===== src/core/bit_unit_pkg.sv =====
/*
  Package for the single-bit manipulation datapath: operation codes,
  operand widths and the request and answer structs.
  Assumes nothing of its surroundings beyond a SystemVerilog compiler.
*/
package bit_unit_pkg;

  localparam int unsigned BYTE_W = 8;
  localparam int unsigned BITNO_W = 3;
  localparam int unsigned GREG_W = 8;
  localparam logic [BITNO_W-1:0] BITNO_RST = 3'h0;
  localparam logic [BYTE_W-1:0] BYTE_RST = 8'h00;

  // Operation selector, the carry-combining group listed together.
  typedef enum logic [2:0] {
    bit_invert_op,
    bit_test_op,
    carry_and_bit_op,
    carry_and_inv_bit_op,
    carry_or_bit_op,
    carry_or_inv_bit_op,
    carry_xor_bit_op
  } bit_op_e;

  // One request: operation, operand, and the two possible bit-number sources.
  typedef struct packed {
    bit_op_e op;
    logic [BYTE_W-1:0] operand;
    logic [BITNO_W-1:0] imm_bitno;
    logic [GREG_W-1:0] reg_bitno;
    logic use_reg_bitno;
    logic carry_in;
  } bit_req_s;

  // One answer, registered.
  typedef struct packed {
    logic [BYTE_W-1:0] result;
    logic write_operand;
    logic zero_flag;
    logic write_zero;
    logic carry_flag;
    logic write_carry;
    logic bad_bitno_src;
  } bit_rsp_s;

endpackage


===== src/core/bit_select.sv =====
/*
  Bit picker: returns the selected bit of a byte and the byte with that
  bit complemented.
  Assumes a bit number already reduced to three bits by the caller.
*/
`timescale 1ns/1ns
`default_nettype none
module bit_select #(
  parameter int unsigned W = 8,
  parameter int unsigned N = 3
) (
  input wire logic [W-1:0] value,
  input wire logic [N-1:0] bitno,
  output logic picked,
  output logic [W-1:0] flipped
);

  // Only the chosen position changes, so the other bits pass untouched.
  always_comb begin
    picked = value[bitno];
    flipped = value ^ (W'(1) << bitno);
  end

endmodule
`default_nettype wire


===== src/core/bit_manipulation_unit.sv =====
/*
  Single-bit instruction datapath: invert, test, and carry-combine one bit
  of a byte operand, result registered one cycle after a valid request.
  The answer carries write strobes for the operand, the zero flag and the
  carry flag; a consumer commits only the fields whose strobe is high.
  Assumes operand fetch and write-back happen outside, on the same clock,
  and that the request inputs come from logic clocked by mclk, so they
  need no synchronising flip-flops.
*/
`timescale 1ns/1ns
`default_nettype none
module bit_manipulation_unit (
  input wire logic mclk,
  input wire logic nrst,
  input wire logic req_valid,
  input wire bit_unit_pkg::bit_req_s req,
  output logic rsp_valid,
  output bit_unit_pkg::bit_rsp_s rsp
);

  // Working nets: the chosen bit number, the op class and the picker's outputs.
  logic [bit_unit_pkg::BITNO_W-1:0] bitno;
  logic is_carry_op;
  logic picked;
  logic [bit_unit_pkg::BYTE_W-1:0] flipped;
  bit_unit_pkg::bit_rsp_s rsp_d;
  bit_unit_pkg::bit_rsp_s rsp_q;
  logic rsp_valid_q;

  // Carry operations ignore the register source entirely.
  // A register number offered with a carry op is a decode fault upstream; it
  // is flagged in the answer rather than obeyed, so the carry result still
  // follows the immediate field.
  always_comb begin
    is_carry_op = !(req.op == bit_unit_pkg::bit_invert_op || req.op == bit_unit_pkg::bit_test_op);
    if (req.use_reg_bitno && !is_carry_op) begin
      bitno = req.reg_bitno[bit_unit_pkg::BITNO_W-1:0];
    end else begin
      bitno = req.imm_bitno;
    end
  end

  // One picker serves every operation; only the bit-number source differs,
  // which keeps the invert and the test paths from drifting apart.
  bit_select #(
    .W(bit_unit_pkg::BYTE_W),
    .N(bit_unit_pkg::BITNO_W)
  ) u_pick (
    .value(req.operand),
    .bitno(bitno),
    .picked(picked),
    .flipped(flipped)
  );

  // Next answer; the result and carry fields, when not written, hold harmless copies so that a
  // consumer that ignores the write strobes still sees the old operand.
  always_comb begin
    rsp_d = '0;
    rsp_d.result = req.operand;
    rsp_d.carry_flag = req.carry_in;
    rsp_d.bad_bitno_src = is_carry_op && req.use_reg_bitno;
    case (req.op)
      bit_unit_pkg::bit_invert_op: begin
        rsp_d.result = flipped;
        rsp_d.write_operand = 1'b1;
      end
      bit_unit_pkg::bit_test_op: begin
        rsp_d.zero_flag = !picked;
        rsp_d.write_zero = 1'b1;
      end
      bit_unit_pkg::carry_and_bit_op: begin
        rsp_d.carry_flag = req.carry_in & picked;
        rsp_d.write_carry = 1'b1;
      end
      bit_unit_pkg::carry_and_inv_bit_op: begin
        rsp_d.carry_flag = req.carry_in & !picked;
        rsp_d.write_carry = 1'b1;
      end
      bit_unit_pkg::carry_or_bit_op: begin
        rsp_d.carry_flag = req.carry_in | picked;
        rsp_d.write_carry = 1'b1;
      end
      bit_unit_pkg::carry_or_inv_bit_op: begin
        rsp_d.carry_flag = req.carry_in | !picked;
        rsp_d.write_carry = 1'b1;
      end
      bit_unit_pkg::carry_xor_bit_op: begin
        rsp_d.carry_flag = req.carry_in ^ picked;
        rsp_d.write_carry = 1'b1;
      end
      default: begin
        // The unused eighth code writes nothing, so a stray decode is harmless.
        rsp_d.write_carry = 1'b0;
      end
    endcase
  end

  // Answer register, loaded only on a valid request.
  // Holding it between requests lets a slow consumer read the answer late.
  always_ff @(posedge mclk) begin
    if (!nrst) begin
      rsp_q <= '0;
    end else if (req_valid) begin
      rsp_q <= rsp_d;
    end
  end

  // Valid strobe, one cycle per accepted request.
  // A request presented during reset is dropped, not queued.
  always_ff @(posedge mclk) begin
    if (!nrst) begin
      rsp_valid_q <= 1'b0;
    end else begin
      rsp_valid_q <= req_valid;
    end
  end

  // Outputs straight from the registers, so no decode glitch reaches the consumer.
  assign rsp = rsp_q;
  assign rsp_valid = rsp_valid_q;

  // Invert: exactly one bit changes, at the chosen place, and only the operand is written.
  a_invert_one_bit: assert property (@(posedge mclk) disable iff (!nrst)
    req_valid && req.op == bit_unit_pkg::bit_invert_op |=> rsp.write_operand
      && $countones(rsp.result ^ $past(req.operand)) == 1) else $error("invert changed wrong bit count");
  a_invert_position: assert property (@(posedge mclk) disable iff (!nrst)
    req_valid && req.op == bit_unit_pkg::bit_invert_op && !req.use_reg_bitno
      |=> rsp.result[$past(req.imm_bitno)] != $past(req.operand[req.imm_bitno]))
    else $error("invert hit wrong position");
  a_invert_reg_position: assert property (@(posedge mclk) disable iff (!nrst)
    req_valid && req.op == bit_unit_pkg::bit_invert_op && req.use_reg_bitno
      |=> rsp.result[$past(req.reg_bitno[2:0])] != $past(req.operand[req.reg_bitno[2:0]]))
    else $error("invert hit wrong register position");
  a_invert_strobes: assert property (@(posedge mclk) disable iff (!nrst)
    req_valid && req.op == bit_unit_pkg::bit_invert_op
      |=> !rsp.write_zero && !rsp.write_carry && !rsp.bad_bitno_src)
    else $error("invert raised a flag strobe");

  // Test: the zero flag is the inverse of the chosen bit, from either bit-number source.
  a_reg_low_bits: assert property (@(posedge mclk) disable iff (!nrst)
    req_valid && req.op == bit_unit_pkg::bit_test_op && req.use_reg_bitno
      |=> rsp.zero_flag == !$past(req.operand[req.reg_bitno[2:0]]))
    else $error("register bit number misused");
  a_test_imm_zero: assert property (@(posedge mclk) disable iff (!nrst)
    req_valid && req.op == bit_unit_pkg::bit_test_op && !req.use_reg_bitno
      |=> rsp.zero_flag == !$past(req.operand[req.imm_bitno]))
    else $error("test zero flag wrong");
  a_test_zero: assert property (@(posedge mclk) disable iff (!nrst)
    req_valid && req.op == bit_unit_pkg::bit_test_op |=> rsp.write_zero && !rsp.write_operand
      && !rsp.write_carry && rsp.result == $past(req.operand)) else $error("test wrong or modified operand");
  a_zero_only_test: assert property (@(posedge mclk) disable iff (!nrst)
    req_valid && req.op != bit_unit_pkg::bit_test_op |=> !rsp.zero_flag && !rsp.write_zero)
    else $error("zero flag touched by another op");

  // Carry combining: each result is checked against its own formula, always with the
  // immediate bit number, even when a register number is offered alongside it.
  a_carry_and: assert property (@(posedge mclk) disable iff (!nrst)
    req_valid && req.op == bit_unit_pkg::carry_and_bit_op
      |=> rsp.carry_flag == ($past(req.carry_in) & $past(req.operand[req.imm_bitno])))
    else $error("carry and wrong");
  a_carry_andn: assert property (@(posedge mclk) disable iff (!nrst)
    req_valid && req.op == bit_unit_pkg::carry_and_inv_bit_op
      |=> rsp.carry_flag == ($past(req.carry_in) & !$past(req.operand[req.imm_bitno])))
    else $error("carry and inverted wrong");
  a_carry_or: assert property (@(posedge mclk) disable iff (!nrst)
    req_valid && req.op == bit_unit_pkg::carry_or_bit_op
      |=> rsp.carry_flag == ($past(req.carry_in) | $past(req.operand[req.imm_bitno])))
    else $error("carry or wrong");
  a_carry_orn: assert property (@(posedge mclk) disable iff (!nrst)
    req_valid && req.op == bit_unit_pkg::carry_or_inv_bit_op
      |=> rsp.carry_flag == ($past(req.carry_in) | !$past(req.operand[req.imm_bitno])))
    else $error("carry or inverted wrong");
  a_carry_xor: assert property (@(posedge mclk) disable iff (!nrst)
    req_valid && req.op == bit_unit_pkg::carry_xor_bit_op
      |=> rsp.carry_flag == ($past(req.carry_in) ^ $past(req.operand[req.imm_bitno])))
    else $error("carry xor wrong");
  a_carry_keeps_op: assert property (@(posedge mclk) disable iff (!nrst)
    req_valid && req.op != bit_unit_pkg::bit_invert_op && req.op != bit_unit_pkg::bit_test_op
      |=> rsp.write_carry && !rsp.write_operand && !rsp.write_zero && rsp.result == $past(req.operand))
    else $error("carry op touched operand");
  a_bad_src_flag: assert property (@(posedge mclk) disable iff (!nrst)
    req_valid |=> rsp.bad_bitno_src == ($past(req.use_reg_bitno)
      && $past(req.op) != bit_unit_pkg::bit_invert_op && $past(req.op) != bit_unit_pkg::bit_test_op))
    else $error("bad bit-number source flag wrong");

  // Handshake: one strobe per taken request, and the answer holds between requests
  // so that a slow consumer may still read it.
  a_valid_follows: assert property (@(posedge mclk) disable iff (!nrst) // Strobe follows a request.
    req_valid |=> rsp_valid)
    else $error("valid strobe missing");
  a_valid_idle: assert property (@(posedge mclk) disable iff (!nrst) // No strobe without a request.
    !req_valid |=> !rsp_valid)
    else $error("valid strobe without request");
  a_rsp_holds: assert property (@(posedge mclk) disable iff (!nrst) // Answer holds when idle.
    !req_valid |=> $stable(rsp))
    else $error("answer changed without request");
  a_carry_echo: assert property (@(posedge mclk) disable iff (!nrst) // Carry left alone.
    req_valid && (req.op == bit_unit_pkg::bit_invert_op || req.op == bit_unit_pkg::bit_test_op)
      |=> !rsp.write_carry && rsp.carry_flag == $past(req.carry_in))
    else $error("non-carry op wrote the carry");

  // Reset clears the strobe and the whole answer, whatever the request inputs show.
  a_reset_quiet: assert property (@(posedge mclk) // Reset state.
    !nrst |=> !rsp_valid && rsp == '0)
    else $error("answer not cleared by reset");

endmodule
`default_nettype wire


===== config.mk =====
export PLATFORM = sky130hd
export DESIGN_NAME = bit_manipulation_unit
export DESIGN_NICKNAME = d
export VERILOG_FILES = /design/src/core/bit_unit_pkg.sv /design/src/core/bit_select.sv /design/src/core/bit_manipulation_unit.sv
export SDC_FILE = /design/constraint.sdc
export NUM_CORES = 1
export LEC_CHECK = 0
export BUFFER_PORTS_ARGS = -buffer_cell sky130_fd_sc_hd__buf_2
export CORE_MARGIN = 1
export CORE_UTILIZATION = 45
export DETAILED_ROUTE_END_ITERATION = 10
export GPL_ROUTABILITY_DRIVEN = 0
export GPL_TIMING_DRIVEN = 1
export PLACE_DENSITY_LB_ADDON = 0.2
export SETUP_SLACK_MARGIN = 0.4
export SLEW_MARGIN = 25
export SYNTH_ARGS = -nofsm -noshare
export SYNTH_HDL_FRONTEND = slang
export SYNTH_SLANG_ARGS = --single-unit

===== constraint.sdc =====
create_clock -name mclk -period 2.6 [get_ports mclk]
set_input_delay 0.39 -clock mclk [delete_from_list [all_inputs] [get_ports mclk]]
set_output_delay 0.39 -clock mclk [all_outputs]
set_load 0.005 [all_outputs]

==> flow_metrics.env <==
export IMPL_cellLeakagePower_nw=0.493
export IMPL_fillers=198
export IMPL_syn_nets=137
export IMPL_fin_crit_sh=0.783
export IMPL_io_buffers=36
export IMPL_cp_required_ns=2.81
export IMPL_worst_setup_path_end_kind="register"
export IMPL_final_nets=174
export IMPL_h_tree_depth=1
export IMPL_ys_flop_type="dfxtp_1"
export IMPL_first_iter_violations=28
export IMPL_cts_sinks=15
export IMPL_final_util=0.615
export IMPL_holdWs_ns=0.332
export IMPL_finalSetupViolations=0
export IMPL_core_area_sq_um=1800
export IMPL_root_buffer="clkbuf_4"
export IMPL_viasPerCell=5.40
export IMPL_cts_buffer_depth=2
export IMPL_slew_headroom=0.591
export IMPL_cts_tree="done"
export IMPL_stdcell_area_sq_um=1110
export IMPL_outcome="finished clean"
export IMPL_synth_seq_area_share=0.336
export IMPL_postRouteAntennaNets=0
export IMPL_power_density_nw_per_um2=447
export IMPL_synth_edf_count=0
export IMPL_cts_reportedPaths_clkPinSlew_ns=0.09
export IMPL_area_delta_synth_final_pct=23.9
export IMPL_yosysWarnings=0
export IMPL_min_period_ns=2.04
export IMPL_rows=15
export IMPL_ys_async_sr_fraction=0
export IMPL_dr_total_vias=923
export IMPL_slowest_stage="or3b_4"
export IMPL_ir_worst_vdd_mv=0.183
export IMPL_placed_area_sq_um=1080
export IMPL_netlist_instances=110
export IMPL_numCtsBuffers=3
export IMPL_fmax_mhz=491
export IMPL_routed_wl_mm=1.96
export IMPL_start_util=0.496
export IMPL_arrival_ns=2.25
export IMPL_die_h_microns=46.6
export IMPL_path_cells="buf_2, or3b_4, a21o_1, a211oi_1, o22ai_1, or3_1, a31oi_1"
export IMPL_pin_count=42
export IMPL_fp_dieW_microns=46.6
export IMPL_antenna_found_initial=0
export IMPL_synth_ff_latch_count=15
export IMPL_drc=0
export IMPL_synthDistinctLibCells=30
export IMPL_finalHoldViolCount=0
export IMPL_drive_above_1_share=0.301
export IMPL_clk_latency_ns=0.28
export IMPL_die_area_sq_um=2170
export IMPL_first_global_vias=768
export IMPL_drv_cap=0
export IMPL_postSynthAreaPerCell_sq_um=8.12
export IMPL_grt_ovfl_total=0
export IMPL_syn_area_sq_um=893
export IMPL_firstDrtPassIters=4
export IMPL_grt_pass1_wl_mm=3.15
export IMPL_tightest_slew_ns=0.606
export IMPL_cp_buffers_inverters=1
export IMPL_critPathMaxFanout=9
export IMPL_grt_max_degree=24
export IMPL_grt_use_total=0.204
export IMPL_dpl_hpwl_mm=1.54
export IMPL_slowest_delay_ns=0.45
export IMPL_n_antenna_cell=0
export IMPL_cts_hold_buffers=0
export IMPL_crit_type="in2reg"
export IMPL_fin_skew_ns=0
export IMPL_wl_per_cell_microns=11.5
export IMPL_final_setup_tns_ns=0
export IMPL_cp_start_kind="input port"
export IMPL_hold_path_class="in2reg"
export IMPL_cp_top_family="compound AO/OA/AOI/OAI gates"
export IMPL_slew_violations=0
export IMPL_rsz0062_at_grt="no"
## routing by layer
layer | vias to the layer above | wire [microns] | track usage
met4 | 0 | 27 | 0.0882
met2 | 38 | 846 | 0.314
li1 | 484 | - | -
met3 | 4 | 103 | 0.0235
met1 | 397 | 985 | 0.282
met5 | - | 0 | 0
## Yosys cell counts (2+ instances only)
cell       number  area [sq um]
dfxtp_1        15           300
nor2_1         15          56.3
o21ai_0        10          50.1
or3_1           9          56.3
a311oi_1        8          70.1
mux2i_1         6          60.1
inv_1           5          18.8
a211oi_1        4          30.0
a21oi_1         4          20.0
nand2_1         4          15.0
clkbuf_1        3          11.3
nor2b_1         3          18.8
a2bb2oi_1       2          17.5
buf_6           2          22.5
nand2b_1        2          12.5
nor3_1          2          10.0
o221ai_1        2          17.5
or2_2           2          12.5
## logic make-up after synthesis
| kind of cell | after synthesis | share of synthesized area |
|---|---|---|
| and+or+nand+nor | 42 | 0.245 |
| buffers and inverters | 10 | 0.0588 |
| xor gates and xnor gates | 1 | 0.00981 |
| muxes | 7 | 0.0798 |
| AOI/OAI and AO/OA | 35 | 0.270 |
| DFF | 15 | 0.336 |
## cell type report
class / instances / area [sq um] / area share
multi-input combinational: 85 / 543 / 0.490
sequential: 15 / 300 / 0.271
timing repair buffer: 37 / 188 / 0.169
tap: 25 / 31.3 / 0.0282
clock buffer: 4 / 26.3 / 0.0237
inverter: 5 / 18.8 / 0.0169
## repair_timing
item,CTS,global route
resized for setup,0,1
endpoints found under the setup margin,0,2
buffers inserted,0,0
## layout by cell type, fill, tap and decap left out, types with 2 or more instances in the layout
cell,instances
or3_1,9
nor2b_1,3
nand2_1,4
dfxtp_1,15
a21oi_1,4
mux2i_1,6
clkbuf_4,3
o21ai_0,10
a311oi_1,8
a2bb2oi_1,2
or2_2,2
inv_1,5
buf_2,36
o221ai_1,2
a211oi_1,4
nor2_1,15
nor3_1,2
nand2b_1,2
## stage by stage
| stage | std cells | setup WS [ns] | power, mW |
|---|---|---|---|
| 2_1_floorplan | 110 | 0.441 | 0.321 |
| 3_3_place_gp | 167 | 0.236 | 0.364 |
| 3_5_place_dp | 167 | 0.210 | 0.367 |
| 4_1_cts | 171 | 0.501 | 0.498 |
| 5_1_grt | 171 | 0.450 | 0.528 |
| 6_report | 171 | 0.564 | 0.495 |
## sequential cells by signal, summed over array words and instances (netlist names)
name       flops
rsp           14
rsp_valid      1
## worst reg2reg max path, cell delays in order, from the launching register on
cell,delay [ns]
dfxtp_1,0.32
nor2b_1,0.13
o21a_1,0.19
## path summary, 6_finish.rpt
| check | start | end | slack, ns | cells after the start |
|---|---|---|---|---|
| worst max-delay path | req[23] | rsp[2] | 0.56 | 7 |
| worst min-delay path | nrst | rsp[1] | 0.33 | 2 |
| worst max register to register | rsp[1] | rsp[1] | 1.87 | 2 |
| worst min register to register | rsp[3] | rsp[3] | 0.46 | 2 |
## power by group
part | switching (mW) | internal (mW)
combinational | 0.0599 | 0.0532
clock | 0.0738 | 0.0595
sequential | 0.00561 | 0.243
(Power assumes the default switching activity.)
